### config.mk
export PLATFORM = sky130hd
export DESIGN_NAME = aqcd_top
export DESIGN_NICKNAME = d
export VERILOG_FILES = /design/src/inc/aqcd_pkg.sv /design/src/inc/aqcd_cfg_if.sv /design/src/design/aqcd_byte_store.sv /design/src/design/aqcd_top.sv
export SDC_FILE = /design/constraint.sdc
export NUM_CORES = 1
export LEC_CHECK = 0
export ABC_AREA = 0
export BUFFER_PORTS_ARGS = -buffer_cell sky130_fd_sc_hd__buf_2
export CAP_MARGIN = 5
export CORE_MARGIN = 2
export CORE_UTILIZATION = 55
export CTS_CLUSTER_SIZE = 12
export DETAILED_ROUTE_END_ITERATION = 10
export PLACE_DENSITY = 0.85
export SETUP_SLACK_MARGIN = 0.5
export SYNTH_ARGS = -nofsm -noshare
export SYNTH_HDL_FRONTEND = slang
export SYNTH_HIERARCHICAL = 1
export SYNTH_SLANG_ARGS = --single-unit
### constraint.sdc
create_clock -name i_clk -period 2.6 [get_ports i_clk]
set_clock_uncertainty 0.1 [all_clocks]
set_input_delay 0.52 -clock i_clk [delete_from_list [all_inputs] [get_ports i_clk]]
set_output_delay 0.52 -clock i_clk [all_outputs]
set_load 0.02 [all_outputs]
### src/inc/aqcd_pkg.sv
/*
 Constants and types for the analog quad configuration decoder.
 Assumes the configuration port writes one byte per enabled clock edge.
*/
// How it works
// Mux field routes prescaler, direct, or monitor
// Bit 5 closes direct input switch
// Bit 6 selects input pad polarity
// Configurer keeps temperature pad bit 6 zero
// Bit 7 powers prescaler op amp
// Voltage byte bit 4 enables current monitor
// Gate bits 3:2 pick low drive current
// Gate bit 6 sets driver polarity
// Driver on plus bit 7 picks drive
// Gate bit 0 powers temperature monitor
// Bits 2:0 pick prescaler scaling factor
// Bytes load defaults at reset
// Bytes hold until written again
package aqcd_pkg;
   localparam logic [1:0] AQCD_OFS_VOLTAGE = 2'h0;
   localparam logic [1:0] AQCD_OFS_CURRENT = 2'h1;
   localparam logic [1:0] AQCD_OFS_GATE = 2'h2;
   localparam logic [1:0] AQCD_OFS_TEMP = 2'h3;
   localparam int AQCD_NUM_BYTES = 4;
   // Default: 16 V range, prescaler, switches off, positive, powered down
   localparam logic [7:0] AQCD_RST_INPUT = 8'h00;
   // Default: monitor off, lowest current, positive, low drive
   localparam logic [7:0] AQCD_RST_GATE = 8'h00;
   localparam int AQCD_POS_SCALE_LO = 0;
   localparam int AQCD_POS_MUX_LO = 3;
   localparam int AQCD_POS_CURMON = 4;
   localparam int AQCD_POS_DIRECT = 5;
   localparam int AQCD_POS_POLARITY = 6;
   localparam int AQCD_POS_OPAMP = 7;
   localparam int AQCD_POS_TMON = 0;
   localparam int AQCD_POS_DRIVE_LO = 2;
   localparam int AQCD_POS_HIGH_DRIVE = 7;
   localparam logic [1:0] AQCD_MUX_PRESCALER = 2'h0;
   localparam logic [1:0] AQCD_MUX_DIRECT = 2'h1;
   localparam logic [1:0] AQCD_MUX_MONITOR = 2'h2;
   localparam logic [1:0] AQCD_MUX_INVALID = 2'h3;
   localparam logic [2:0] AQCD_TSCALE_16V = 3'h0;
   localparam logic [2:0] AQCD_TSCALE_4V = 3'h2;
   typedef enum logic [3:0] {
      AQCD_ADC_PRESCALER = 4'h1,
      AQCD_ADC_DIRECT = 4'h2,
      AQCD_ADC_MONITOR = 4'h4,
      AQCD_ADC_NONE = 4'h8
   } aqcd_adc_src_e;
   typedef enum logic [3:0] {
      AQCD_GATE_OFF = 4'h1,
      AQCD_GATE_LOW = 4'h2,
      AQCD_GATE_HIGH = 4'h4,
      AQCD_GATE_BAD = 4'h8
   } aqcd_gate_e;
endpackage

### src/inc/aqcd_cfg_if.sv
/*
 Write port between the decoder top and its byte store.
 Assumes a single clock shared by both sides.
*/
`timescale 1ns/1ps
`default_nettype none
interface aqcd_cfg_if;
   logic wr_en;
   logic [1:0] wr_addr;
   logic [7:0] wr_data;
   logic [7:0] byte_q [4];
   modport store (input wr_en, wr_addr, wr_data, output byte_q);
   modport ctrl (output wr_en, wr_addr, wr_data, input byte_q);
endinterface
`default_nettype wire

### src/design/aqcd_byte_store.sv
/*
 Four configuration bytes with defaults at reset.
 Assumes synchronous active-high reset on the configuration clock.
*/
`timescale 1ns/1ps
`default_nettype none
module aqcd_byte_store
   import aqcd_pkg::*;
(
   // Clock and reset
   input wire logic i_clk,
   input wire logic i_sys_rst,
   // Write port
   aqcd_cfg_if.store cfg
);
   genvar g;
   generate
      for (g = 0; g < AQCD_NUM_BYTES; g++) begin : g_byte
         localparam logic [7:0] RST_VAL =
            (g == AQCD_OFS_GATE) ? AQCD_RST_GATE : AQCD_RST_INPUT;
         logic [7:0] byte_reg;
         wire hit = cfg.wr_en && (cfg.wr_addr == 2'(g));
         always_ff @(posedge i_clk) begin
            if (i_sys_rst) begin
               byte_reg <= RST_VAL;
            end else if (hit) begin
               byte_reg <= cfg.wr_data;
            end
         end
         assign cfg.byte_q[g] = byte_reg;
      end
   endgenerate
endmodule
`default_nettype wire

### src/design/aqcd_top.sv
/*
 Analog quad configuration decoder: stores the four bytes written over
 the analog configuration port and drives analog control lines.
 Assumes the port inputs are on i_clk; gate_driver_on is a pin.
*/
`timescale 1ns/1ps
`default_nettype none
module aqcd_top
   import aqcd_pkg::*;
(
   // Clock and reset
   input wire logic i_clk,
   input wire logic i_sys_rst,
   // Analog configuration port
   input wire logic i_cfg_wr_en,
   input wire logic [1:0] i_cfg_addr,
   input wire logic [7:0] i_cfg_wdata,
   output logic [7:0] o_cfg_rdata,
   // Gate driver enable pin
   input wire logic i_gate_driver_on,
   // Voltage pad
   output logic [2:0] o_voltage_pad_scale,
   output logic [3:0] o_voltage_pad_adc_src,
   output logic o_voltage_pad_direct_sw,
   output logic o_voltage_pad_negative,
   output logic o_voltage_pad_opamp_on,
   output logic o_current_monitor_sw,
   // Current pad
   output logic [2:0] o_current_pad_scale,
   output logic [3:0] o_current_pad_adc_src,
   output logic o_current_pad_direct_sw,
   output logic o_current_pad_negative,
   output logic o_current_pad_opamp_on,
   // Temperature pad
   output logic [2:0] o_temperature_pad_scale,
   output logic [3:0] o_temperature_pad_adc_src,
   output logic o_temperature_pad_direct_sw,
   output logic o_temperature_pad_negative,
   output logic o_temperature_pad_opamp_on,
   output logic o_temperature_pad_cfg_err,
   // Gate pad
   output logic [1:0] o_gate_pad_current_sel,
   output logic o_gate_pad_negative,
   output logic [3:0] o_gate_pad_mode,
   output logic o_temp_monitor_power_ctl
);
   aqcd_cfg_if cfg ();

   aqcd_byte_store u_store (
      .i_clk(i_clk),
      .i_sys_rst(i_sys_rst),
      .cfg(cfg)
   );

   assign cfg.wr_en = i_cfg_wr_en;
   assign cfg.wr_addr = i_cfg_addr;
   assign cfg.wr_data = i_cfg_wdata;

   // Gate driver enable comes from a pin
   logic gate_driver_on_meta_reg;
   logic gate_driver_on_sync_reg;
   always_ff @(posedge i_clk) begin
      if (i_sys_rst) begin
         gate_driver_on_meta_reg <= 1'h0;
         gate_driver_on_sync_reg <= 1'h0;
      end else begin
         gate_driver_on_meta_reg <= i_gate_driver_on;
         gate_driver_on_sync_reg <= gate_driver_on_meta_reg;
      end
   end

   function automatic aqcd_adc_src_e mux_dec(input logic [1:0] sel);
      aqcd_adc_src_e r;
      case (sel)
         AQCD_MUX_PRESCALER: r = AQCD_ADC_PRESCALER;
         AQCD_MUX_DIRECT: r = AQCD_ADC_DIRECT;
         AQCD_MUX_MONITOR: r = AQCD_ADC_MONITOR;
         default: r = AQCD_ADC_NONE;
      endcase
      return r;
   endfunction

   wire [7:0] vb = cfg.byte_q[AQCD_OFS_VOLTAGE];
   wire [7:0] cb = cfg.byte_q[AQCD_OFS_CURRENT];
   wire [7:0] gb = cfg.byte_q[AQCD_OFS_GATE];
   wire [7:0] tb = cfg.byte_q[AQCD_OFS_TEMP];

   // Decoded next values
   wire [3:0] v_src_next = mux_dec(vb[AQCD_POS_MUX_LO +: 2]);
   wire [3:0] c_src_next = mux_dec(cb[AQCD_POS_MUX_LO +: 2]);
   wire [3:0] t_src_next = mux_dec(tb[AQCD_POS_MUX_LO +: 2]);
   wire [2:0] t_scale = tb[AQCD_POS_SCALE_LO +: 3];
   // Only two scaling codes and positive polarity suit this pad
   wire t_err_next = ((t_scale != AQCD_TSCALE_16V) &&
      (t_scale != AQCD_TSCALE_4V)) || tb[AQCD_POS_POLARITY];

   aqcd_gate_e gate_mode_next;
   always_comb begin
      gate_mode_next = AQCD_GATE_OFF;
      case ({gb[AQCD_POS_HIGH_DRIVE], gate_driver_on_sync_reg})
         2'h0: gate_mode_next = AQCD_GATE_OFF;
         2'h1: gate_mode_next = AQCD_GATE_LOW;
         2'h2: gate_mode_next = AQCD_GATE_OFF;
         2'h3: gate_mode_next = AQCD_GATE_HIGH;
         default: gate_mode_next = AQCD_GATE_BAD;
      endcase
   end

   wire [7:0] rdata_next = cfg.byte_q[i_cfg_addr];

   // Field slices feeding the control registers
   wire [2:0] v_scale_next = vb[AQCD_POS_SCALE_LO +: 3];
   wire v_direct_next = vb[AQCD_POS_DIRECT];
   wire v_neg_next = vb[AQCD_POS_POLARITY];
   wire v_opamp_next = vb[AQCD_POS_OPAMP];
   wire v_curmon_next = vb[AQCD_POS_CURMON];
   wire [2:0] c_scale_next = cb[AQCD_POS_SCALE_LO +: 3];
   wire c_direct_next = cb[AQCD_POS_DIRECT];
   wire c_neg_next = cb[AQCD_POS_POLARITY];
   wire c_opamp_next = cb[AQCD_POS_OPAMP];
   wire t_direct_next = tb[AQCD_POS_DIRECT];
   wire t_neg_next = tb[AQCD_POS_POLARITY];
   wire t_opamp_next = tb[AQCD_POS_OPAMP];
   wire [1:0] g_cur_next = gb[AQCD_POS_DRIVE_LO +: 2];
   wire g_neg_next = gb[AQCD_POS_POLARITY];
   wire g_tmon_next = gb[AQCD_POS_TMON];

   // Voltage pad control lines
   always_ff @(posedge i_clk) begin
      if (i_sys_rst) begin
         o_voltage_pad_scale <= AQCD_RST_INPUT[2:0];
      end else begin
         o_voltage_pad_scale <= v_scale_next;
      end
   end

   always_ff @(posedge i_clk) begin
      if (i_sys_rst) begin
         o_voltage_pad_adc_src <= AQCD_ADC_PRESCALER;
      end else begin
         o_voltage_pad_adc_src <= v_src_next;
      end
   end

   always_ff @(posedge i_clk) begin
      if (i_sys_rst) begin
         o_voltage_pad_direct_sw <= 1'h0;
      end else begin
         o_voltage_pad_direct_sw <= v_direct_next;
      end
   end

   always_ff @(posedge i_clk) begin
      if (i_sys_rst) begin
         o_voltage_pad_negative <= 1'h0;
      end else begin
         o_voltage_pad_negative <= v_neg_next;
      end
   end

   always_ff @(posedge i_clk) begin
      if (i_sys_rst) begin
         o_voltage_pad_opamp_on <= 1'h0;
      end else begin
         o_voltage_pad_opamp_on <= v_opamp_next;
      end
   end

   always_ff @(posedge i_clk) begin
      if (i_sys_rst) begin
         o_current_monitor_sw <= 1'h0;
      end else begin
         o_current_monitor_sw <= v_curmon_next;
      end
   end

   // Current pad control lines
   always_ff @(posedge i_clk) begin
      if (i_sys_rst) begin
         o_current_pad_scale <= AQCD_RST_INPUT[2:0];
      end else begin
         o_current_pad_scale <= c_scale_next;
      end
   end

   always_ff @(posedge i_clk) begin
      if (i_sys_rst) begin
         o_current_pad_adc_src <= AQCD_ADC_PRESCALER;
      end else begin
         o_current_pad_adc_src <= c_src_next;
      end
   end

   always_ff @(posedge i_clk) begin
      if (i_sys_rst) begin
         o_current_pad_direct_sw <= 1'h0;
      end else begin
         o_current_pad_direct_sw <= c_direct_next;
      end
   end

   always_ff @(posedge i_clk) begin
      if (i_sys_rst) begin
         o_current_pad_negative <= 1'h0;
      end else begin
         o_current_pad_negative <= c_neg_next;
      end
   end

   always_ff @(posedge i_clk) begin
      if (i_sys_rst) begin
         o_current_pad_opamp_on <= 1'h0;
      end else begin
         o_current_pad_opamp_on <= c_opamp_next;
      end
   end

   // Temperature pad control lines
   always_ff @(posedge i_clk) begin
      if (i_sys_rst) begin
         o_temperature_pad_scale <= AQCD_RST_INPUT[2:0];
      end else begin
         o_temperature_pad_scale <= t_scale;
      end
   end

   always_ff @(posedge i_clk) begin
      if (i_sys_rst) begin
         o_temperature_pad_adc_src <= AQCD_ADC_PRESCALER;
      end else begin
         o_temperature_pad_adc_src <= t_src_next;
      end
   end

   always_ff @(posedge i_clk) begin
      if (i_sys_rst) begin
         o_temperature_pad_direct_sw <= 1'h0;
      end else begin
         o_temperature_pad_direct_sw <= t_direct_next;
      end
   end

   always_ff @(posedge i_clk) begin
      if (i_sys_rst) begin
         o_temperature_pad_negative <= 1'h0;
      end else begin
         o_temperature_pad_negative <= t_neg_next;
      end
   end

   always_ff @(posedge i_clk) begin
      if (i_sys_rst) begin
         o_temperature_pad_opamp_on <= 1'h0;
      end else begin
         o_temperature_pad_opamp_on <= t_opamp_next;
      end
   end

   always_ff @(posedge i_clk) begin
      if (i_sys_rst) begin
         o_temperature_pad_cfg_err <= 1'h0;
      end else begin
         o_temperature_pad_cfg_err <= t_err_next;
      end
   end

   // Gate pad control lines
   always_ff @(posedge i_clk) begin
      if (i_sys_rst) begin
         o_gate_pad_current_sel <= AQCD_RST_GATE[3:2];
      end else begin
         o_gate_pad_current_sel <= g_cur_next;
      end
   end

   always_ff @(posedge i_clk) begin
      if (i_sys_rst) begin
         o_gate_pad_negative <= 1'h0;
      end else begin
         o_gate_pad_negative <= g_neg_next;
      end
   end

   always_ff @(posedge i_clk) begin
      if (i_sys_rst) begin
         o_gate_pad_mode <= AQCD_GATE_OFF;
      end else begin
         o_gate_pad_mode <= gate_mode_next;
      end
   end

   always_ff @(posedge i_clk) begin
      if (i_sys_rst) begin
         o_temp_monitor_power_ctl <= 1'h0;
      end else begin
         o_temp_monitor_power_ctl <= g_tmon_next;
      end
   end

   // Read back of the addressed byte
   always_ff @(posedge i_clk) begin
      if (i_sys_rst) begin
         o_cfg_rdata <= 8'h00;
      end else begin
         o_cfg_rdata <= rdata_next;
      end
   end
endmodule
`default_nettype wire

==> flow_metrics.py, run 1 <==
metrics = {
    "critical_path": {
        "r2r_setup_slack_ns": 1.54,
        "worst-endpoint-required_ns": 2.71,
        "critPathKind": "primary input to flip-flop",
        "crit_fanout": 21,
        "arrival_ns": 1.75,
        "r2r-end": "o_temperature_pad_cfg_err$_SDFF_PP0_",
        "endpoint_kind": "flip-flop",
        "cp-endpoint": "u_store/g_byte[3].byte_reg[1]$_SDFFE_PP0P_",
        "cp-start-kind": "primary input",
        "crit_start": "i_cfg_addr[1]",
        "r2r-start": "u_store/g_byte[3].byte_reg[2]$_SDFFE_PP0P_",
        "ff2ff_path_depth": 2,
    },
    "timing": {
        "setup_violations": 0,
        "maxSlewHeadroom_pct": 63.00,
        "fin_crit_sh_pct": 63.19,
        "fmax_mhz": 608.6,
        "hold_viol_final": 0,
        "rsz0062_at_grt": "false",
        "fin_hold_ws_ns": 0.2846,
        "drv_slew": 0,
        "tightest_slew_ns": 0.5534,
        "setup-tns-final_ns": 0,
        "min_period_ns": 1.643,
        "setup_slack_ns": 0.9570,
    },
    "placed_design": {
        "io_buffers": 60,
        "place_ws_ns": 0.6086,
        "routabilityCongestion": 0.7601,
        "dp_hpwl_um": 3201,
        "place_area_mm2": 0.003120,
    },
    "clock_network": {
        "cts.sinks": 81,
        "holdBufCountCts": 0,
        "numCtsBuffers": 9,
        "cts-resized-gates": 0,
        "post_cts_buffers": 0,
        "cts.clk_slew.worst_paths_ns": 0.08,
        "htreeDepth": 3,
        "clockBufferDepth": 2,
        "clk_latency_ns": 0.34,
        "cts_tree": "built",
        "root_buffer": "clkbuf_8",
    },
    "global_route": {
        "grt_max_degree": 31,
        "grt-ovfl-total": 0,
        "grtUsageTotal_pct": 19.16,
        "antenna_found_initial": 0,
        "grt_first_pass_wirelength_um": 7845,
        "grt_pass1_vias": 1669,
    },
    "synth": {
        "synth-seq-cells": 81,
        "synth_top_family_by_area": "simple AND/OR/NAND/NOR gates",
        "synthDistinctLibCells": 25,
        "syn_nets": 256,
        "synth_xor_area_share_pct": 0,
        "ys_warn_count": 6,
        "synth-simple-area-share_pct": 19.22,
        "synthAdderAreaFrac_pct": 0,
        "synth_mux_area_share_pct": 17.01,
        "syn_area_mm2": 0.002825,
        "synth-compound-area-share_pct": 2.303,
        "syn_inst": 242,
        "seq_area_frac_synth_pct": 57.40,
        "avgSynthCellArea_um2": 11.67,
    },
    "route": {
        "first_pass_iters": 4,
        "drtIter0Drc": 56,
        "vias": 1804,
        "finalWirelength_um": 4887,
        "wl_per_cell_um": 13.03,
        "drc": 0,
        "ant_nets": 0,
        "vias_per_cell": 4.811,
    },
    "final_layout": {
        "fill_cells": 408,
        "num_antenna_cells": 0,
        "final_cell_mix": "dfxtp_1 (81), buf_2 (60), mux2i_1 (48)",
        "largest_reg_flops": 32,
        "final_common_cell": "dfxtp_1",
        "drive_gt1_share_pct": 25.57,
        "fin_area_mm2": 0.003349,
        "nNetsFinal": 314,
        "syn2layout_area_growth_pct": 18.56,
    },
    "power": {
        "power_leakage_nw": 1.613,
        "p_total_mw": 2.455,
        "vdd_drop_max_uv": 440.8,
        "power_density_mw_per_mm2": 733.0,
    },
    "die": {
        "initial_utilization_pct": 56.03,
        "dieWidth_um": 75.67,
        "die_h_um": 75.67,
        "die_area_mm2": 0.005726,
        "rows": 26,
        "pin_count": 62,
        "coreArea_mm2": 0.005042,
    },
    "outcome": {
        "status": "completed",
    },
    "flow_run": {
        "cap_violations": 0,
    },
    "min_path": {
        "hold_class": "primary input to flip-flop",
    },
}
Yosys cell counts:
master / count / area share [%]
buf_4: 1 / 0.27
or2_1: 1 / 0.22
nand2b_1: 42 / 9.3
mux2i_1: 48 / 17
and3b_1: 1 / 0.31
nor2b_1: 25 / 5.5
buf_6: 4 / 1.6
or3b_1: 1 / 0.31
o22ai_1: 8 / 1.8
nand3_1: 1 / 0.18
inv_1: 1 / 0.13
buf_2: 4 / 0.71
conb_1: 1 / 0.13
and3_1: 3 / 0.66
and2b_1: 1 / 0.27
nand3b_1: 2 / 0.53
dfxtp_1: 81 / 57
nor2_1: 1 / 0.13
nor3b_1: 5 / 1.3
clkbuf_1: 4 / 0.53
clkbuf_2: 1 / 0.18
buf_8: 1 / 0.53
o21ai_0: 3 / 0.53
or3_1: 1 / 0.22
and2_1: 1 / 0.22
how the worst min path moves through the flow:
| stage | end | depth (start not counted) | from | slack (ns) |
|---|---|---|---|---|
| 2_1_floorplan | o_gate_pad_mode[0]$_SDFF_PP1_ | 1 | gate_driver_on_sync_reg$_SDFF_PP0_ | 0.29 |
| 3_3_place_gp | o_gate_pad_mode[0]$_SDFF_PP1_ | 1 | gate_driver_on_sync_reg$_SDFF_PP0_ | 0.30 |
| 3_5_place_dp | o_gate_pad_mode[0]$_SDFF_PP1_ | 1 | gate_driver_on_sync_reg$_SDFF_PP0_ | 0.30 |
| 4_1_cts | gate_driver_on_meta_reg$_SDFF_PP0_ | 2 | i_gate_driver_on | 0.27 |
| 5_1_grt | gate_driver_on_meta_reg$_SDFF_PP0_ | 2 | i_gate_driver_on | 0.29 |
| 6_report | gate_driver_on_meta_reg$_SDFF_PP0_ | 2 | i_gate_driver_on | 0.28 |
power breakdown:
group          internal [mW]  switching, mW  leakage [nW]
registers               1.27         0.0184         0.657
clock network          0.590          0.419         0.115
logic                 0.0658         0.0875         0.841
total                   1.93          0.525          1.61
logic make-up after synthesis:
group           Yosys count
compound gates           11
buf+inv                  16
flops                    81
mux                      48
other cells               1
simple gates             85
cell type report:
class / instances / area [um2] / area share (%)
clock inverter: 5 / 77.57 / 2.316
tap: 70 / 87.58 / 2.615
sequential: 81 / 1622 / 48.41
timing repair buffer: 62 / 315.3 / 9.414
inverter: 1 / 3.754 / 0.1121
clock buffer: 11 / 151.4 / 4.520
multi-input combinational: 145 / 1092 / 32.61
metrics by stage:
step	cells	utilization [%]
CTS	375	66.43
floorplan	242	-
detailed placement	359	61.89
global placement	359	61.89
global route	375	66.43
finish	375	66.43
layer usage:
layer  global-route usage, %  vias to the layer above  wire length (um)
met1                   24.22                      822              2213
met4                   12.67                        0               181
met3                   5.820                       16               252
met5                       0                        -                 0
li1                        -                      915                 -
met2                   28.31                       51              2240
critical path: stages:
cell and delay (ns):
buf_2 0.45, nand3_1 0.54, mux2i_1 0.24
Note: power is estimated with default switching activity, not from simulation.
==> run 2, diff against run 1 <==
--- a/config.mk
+++ b/config.mk
@@ -9,10 +9,10 @@
 export BUFFER_PORTS_ARGS = -buffer_cell sky130_fd_sc_hd__buf_2
 export CAP_MARGIN = 5
 export CORE_MARGIN = 2
-export CORE_UTILIZATION = 55
+export CORE_UTILIZATION = 53
 export CTS_CLUSTER_SIZE = 12
 export DETAILED_ROUTE_END_ITERATION = 10
-export PLACE_DENSITY = 0.85
+export PLACE_DENSITY = 0.82
 export SETUP_SLACK_MARGIN = 0.5
 export SYNTH_ARGS = -nofsm -noshare
 export SYNTH_HDL_FRONTEND = slang
==> constraint.sdc (replaced) <==
create_clock -name i_clk -period 1.64 [get_ports i_clk]
set_clock_uncertainty 0.1 [all_clocks]
set_input_delay 0.328 -clock i_clk [delete_from_list [all_inputs] [get_ports i_clk]]
set_output_delay 0.328 -clock i_clk [all_outputs]
set_load 0.02 [all_outputs]
==> flow_metrics.py, run 2 (synthesized netlist as in run 1, its figures left out) <==
metrics = {
    "clock_network": {
        "numCtsBuffers": 9,
        "holdBufCountCts": 0,
        "clockBufferDepth": 2,
        "root_buffer": "clkbuf_8",
        "cts-resized-gates": 141,
        "cts_tree": "built",
        "clk_latency_ns": 0.34,
        "post_cts_buffers": 0,
        "cts.sinks": 81,
        "htreeDepth": 3,
        "cts.clk_slew.worst_paths_ns": 0.08,
    },
    "route": {
        "vias": 1869,
        "finalWirelength_um": 5805,
        "drtIter0Drc": 98,
        "vias_per_cell": 4.893,
        "drc": 0,
        "wl_per_cell_um": 15.20,
        "ant_nets": 0,
        "first_pass_iters": 4,
    },
    "power": {
        "seqPwrFrac_pct": 50.5,
        "comb_power_share_pct": 7.2,
        "p_int_mw": 3.179,
        "clkPwrFrac_pct": 42.3,
        "vdd_drop_max_uv": 800.2,
        "swShare_pct": 22.12,
        "p_sw_mw": 0.9029,
        "power_density_mw_per_mm2": 1081,
        "power_leakage_nw": 1.710,
    },
    "timing": {
        "setup_slack_ns": 0.4089,
        "drv_slew": 0,
        "min_period_ns": 1.231,
        "fin_hold_ws_ns": 0.09539,
        "setup_violations": 0,
        "setup-tns-final_ns": 0,
        "rsz0062_at_grt": "true",
        "fin_crit_sh_pct": 75.07,
        "hold_viol_final": 0,
        "fmax_mhz": 812.3,
    },
    "critical_path": {
        "arrival_ns": 0.80,
        "cpMaxStageDelayCell": "dfxtp_2",
        "cp_top_family": "flip-flops",
        "slowest_delay_ns": 0.35,
        "worst-endpoint-required_ns": 1.21,
        "cp-start-kind": "flip-flop",
        "worstPathCellList": "buf_6",
        "critPathKind": "flip-flop to primary output",
        "cp_num_buf_inv": 1,
        "crit_fanout": 1,
        "endpoint_kind": "primary output",
    },
    "outcome": {
        "status": "completed",
    },
    "flow_run": {
        "cap_violations": 0,
    },
    "die": {
        "rows": 26,
        "coreArea_mm2": 0.005140,
        "die_area_mm2": 0.005931,
        "pin_count": 62,
        "dieWidth_um": 77.01,
        "die_h_um": 77.01,
        "initial_utilization_pct": 54.97,
    },
    "final_layout": {
        "multi_input_area_mm2": 0.001100,
        "num_antenna_cells": 0,
        "final_cell_mix": "mux2i_1 (48), dfxtp_2 (47), buf_6 (47)",
        "largest_reg_flops": 32,
        "nNetsFinal": 321,
        "fin_area_mm2": 0.003776,
        "drive_gt1_share_pct": 43.27,
        "syn2layout_area_growth_pct": 33.66,
        "final_common_cell": "mux2i_1",
        "regArea_mm2": 0.001680,
        "fill_cells": 352,
        "post-route-util_pct": 73.47,
    },
    "global_route": {
        "grtUsageTotal_pct": 20.83,
        "grt_first_pass_wirelength_um": 9390,
        "grt_max_degree": 21,
        "antenna_found_initial": 0,
        "grt_pass1_vias": 1916,
        "grt-ovfl-total": 0,
    },
    "min_path": {
        "hold_class": "primary input to flip-flop",
    },
    "placed_design": {
        "dp_hpwl_um": 3470,
        "routabilityCongestion": 0.7743,
        "place_ws_ns": 0.1293,
        "place_area_mm2": 0.003173,
        "io_buffers": 60,
    },
}
-- run 2: final timing paths --
| kind | cells after the start | endpoint | slack (ns) | start |
|---|---|---|---|---|
| setup reg to reg | 2 | o_temperature_pad_cfg_err$_SDFF_PP0_ | 0.60 | u_store/g_byte[3].byte_reg[2]$_SDFFE_PP0P_ |
| hold / removal | 2 | gate_driver_on_meta_reg$_SDFF_PP0_ | 0.1 | i_gate_driver_on |
| hold reg to reg | 1 | o_gate_pad_mode[0]$_SDFF_PP1_ | 0.32 | gate_driver_on_sync_reg$_SDFF_PP0_ |
| setup / recovery | 1 | o_cfg_rdata[3] | 0.41 | o_cfg_rdata[3]$_SDFF_PP0_ |
-- run 2: power by group through the flow --
| stage | Sequential (mW) | Combinational [mW] | Clock, mW |
|---|---|---|---|
| after detailed placement | 2.09 | 0.258 | 0 |
| final | 2.06 | 0.295 | 1.73 |
| after global routing | 2.07 | 0.313 | 1.86 |
| after CTS | 2.06 | 0.289 | 1.75 |
| after global placement | 2.09 | 0.254 | 0 |
| after floorplan | 2.12 | 0.154 | 0 |
-- run 2: routing by layer --
layer | GRT usage (%) | routed length, um | vias up
li1 | - | - | 934
met1 | 24.21 | 2495 | 876
met2 | 35.96 | 2974 | 47
met3 | 3.765 | 204 | 12
met4 | 11.96 | 131 | 0
met5 | 0 | 0 | -
-- run 2: through the flow --
step / total power [mW] / instances
after CTS: 4.100 / 382
final: 4.082 / 382
after floorplan: 2.275 / 242
after detailed placement: 2.353 / 366
after global placement: 2.347 / 366
after global routing: 4.239 / 382
-- run 2: area by class of cell --
type | count | area share (%)
sequential | 81 | 44.50
multi-input combinational | 145 | 29.13
timing repair buffer | 69 | 17.53
clock buffer | 9 | 3.280
clock inverter | 7 | 3.148
tap | 70 | 2.319
inverter | 1 | 0.09940
==> run 3, diff against run 2 <==
--- a/config.mk
+++ b/config.mk
@@ -9,10 +9,10 @@
 export BUFFER_PORTS_ARGS = -buffer_cell sky130_fd_sc_hd__buf_2
 export CAP_MARGIN = 5
 export CORE_MARGIN = 2
-export CORE_UTILIZATION = 53
+export CORE_UTILIZATION = 48
 export CTS_CLUSTER_SIZE = 12
 export DETAILED_ROUTE_END_ITERATION = 10
-export PLACE_DENSITY = 0.82
+export PLACE_DENSITY = 0.79
 export SETUP_SLACK_MARGIN = 0.5
 export SYNTH_ARGS = -nofsm -noshare
 export SYNTH_HDL_FRONTEND = slang
==> constraint.sdc (replaced) <==
create_clock -name i_clk -period 1.1 [get_ports i_clk]
set_clock_uncertainty 0.1 [all_clocks]
set_input_delay 0.22 -clock i_clk [delete_from_list [all_inputs] [get_ports i_clk]]
set_output_delay 0.22 -clock i_clk [all_outputs]
set_load 0.02 [all_outputs]
==> flow_metrics.py, run 3 (synthesized netlist as in run 1, its figures left out) <==
metrics = {
    "final_layout": {
        "syn2layout_area_growth_pct": 64.92,
        "drive_gt1_share_pct": 68.84,
        "final_cells": 409,
        "nNetsFinal": 346,
        "largest_reg_flops": 32,
        "fin_area_mm2": 0.004659,
        "final_common_cell": "buf_6",
        "num_antenna_cells": 0,
        "fill_cells": 285,
        "final_cell_mix": "buf_6 (65), dfxtp_4 (54), mux2i_1 (46)",
    },
    "route": {
        "vias_per_cell": 5.130,
        "drc": 0,
        "drtIter0Drc": 108,
        "first_pass_iters": 4,
        "wl_per_cell_um": 18.61,
        "finalWirelength_um": 7613,
        "vias": 2098,
        "ant_nets": 0,
    },
    "placed_design": {
        "dp_hpwl_um": 3768,
        "placed_cells": 380,
        "place_ws_ns": -0.1578,
        "place_area_mm2": 0.003602,
        "io_buffers": 60,
        "routabilityCongestion": 0.7502,
    },
    "die": {
        "initial_utilization_pct": 50.38,
        "rows": 27,
        "dieWidth_um": 80.72,
        "pin_count": 62,
        "die_area_mm2": 0.006516,
        "die_h_um": 80.72,
        "coreArea_mm2": 0.005608,
    },
    "outcome": {
        "violations": "negative hold slack, negative setup slack",
        "status": "complete, but fails checks",
    },
    "power": {
        "power_leakage_nw": 2.028,
        "power_density_mw_per_mm2": 1401,
        "vdd_drop_max_uv": 1170,
        "p_total_mw": 6.530,
    },
    "critical_path": {
        "cp_top_family": "flip-flops",
        "endpoint_kind": "primary output",
        "critPathKind": "flip-flop to primary output",
        "worstPathCellList": "buf_6",
        "cpMaxStageDelayCell": "dfxtp_4",
        "cp_num_buf_inv": 1,
        "arrival_ns": 0.84,
        "crit_fanout": 1,
        "slowest_delay_ns": 0.36,
        "cp-start-kind": "flip-flop",
        "worst-endpoint-required_ns": 0.78,
    },
    "global_route": {
        "grt_first_pass_wirelength_um": 10740,
        "grt_pass1_vias": 2207,
        "antenna_found_initial": 0,
        "grtUsageTotal_pct": 22.80,
        "grt_max_degree": 21,
        "grt-ovfl-total": 0,
    },
    "clock_network": {
        "clk_latency_ns": 0.35,
        "clockBufferDepth": 2,
        "cts.clk_slew.worst_paths_ns": 0.09,
        "cts_tree": "built",
        "htreeDepth": 3,
        "root_buffer": "clkbuf_8",
        "numCtsBuffers": 9,
        "cts.sinks": 81,
    },
    "flow_run": {
        "cap_violations": 0,
    },
    "timing": {
        "drv_slew": 0,
        "fin_hold_ws_ns": -0.01379,
        "hold_viol_final": 1,
        "rsz0062_at_grt": "true",
        "setup_violations": 47,
        "fmax_mhz": 865.5,
        "setup_slack_ns": -0.05545,
        "fin_crit_sh_pct": 105.0,
        "min_period_ns": 1.155,
    },
    "min_path": {
        "hold_class": "primary input to flip-flop",
    },
}
run 3: timing repair:
item / in CTS / in global routing
pin swaps: 11 / 8
endpoints found under the hold margin: 1 / 1
buffers inserted: 7 / 4
endpoints found under the setup margin: 127 / 127
gates cloned: 1 / 1
gates resized for setup: 168 / 34
run 3: cell type report:
class	instances	area [um2]	area share (%)
flip-flops and latches	81	1854	39.80
multi-input cells	145	1371	29.43
repair buffers	94	1072	23.01
clock inverters	7	141.4	3.034
clock buffers	9	123.9	2.658
well taps	72	90.09	1.933
inverters	1	6.256	0.1343
run 3: path summary, 6_finish.rpt:
check | slack, ns | endpoint | from | cells past startpoint
worst max register to register | 0.07 | o_cfg_rdata[2]$_SDFF_PP0_ | u_store/g_byte[3].byte_reg[2]$_SDFFE_PP0P_ | 3
worst min register to register | 0.33 | o_gate_pad_mode[0]$_SDFF_PP1_ | gate_driver_on_sync_reg$_SDFF_PP0_ | 1
worst max-delay path | -0.06 | o_cfg_rdata[2] | o_cfg_rdata[2]$_SDFF_PP0_ | 1
worst min-delay path | -0.01 | gate_driver_on_meta_reg$_SDFF_PP0_ | i_gate_driver_on | 2
run 3: through the flow:
step           hold WS [ns]  util [%]  setup TNS [ns]
6_report           -0.01379     83.09          -1.641
5_1_grt            -0.03029     83.09          -3.468
4_1_cts            -0.02681     79.30          -2.199
3_5_place_dp         0.3140     64.23          -3.693
3_3_place_gp         0.3101     64.23          -2.999
2_1_floorplan        0.1887         -               0
run 3: report_power, final:
group / internal, mW / leakage [nW] / switching [mW]
Sequential: 2.92 / 0.707 / 0.0656
Clock: 1.74 / 0.130 / 1.12
Combinational: 0.378 / 1.19 / 0.304
Total: 5.04 / 2.03 / 1.49
run 3: routing by layer:
layer  vias up  wire length [um]  global-route usage (%)
li1        990                 -                       -
met1      1011              2949                   25.16
met2        78              4196                   39.83
met3        19               306                   7.528
met4         0               162                   10.17
met5         -                 0                       0
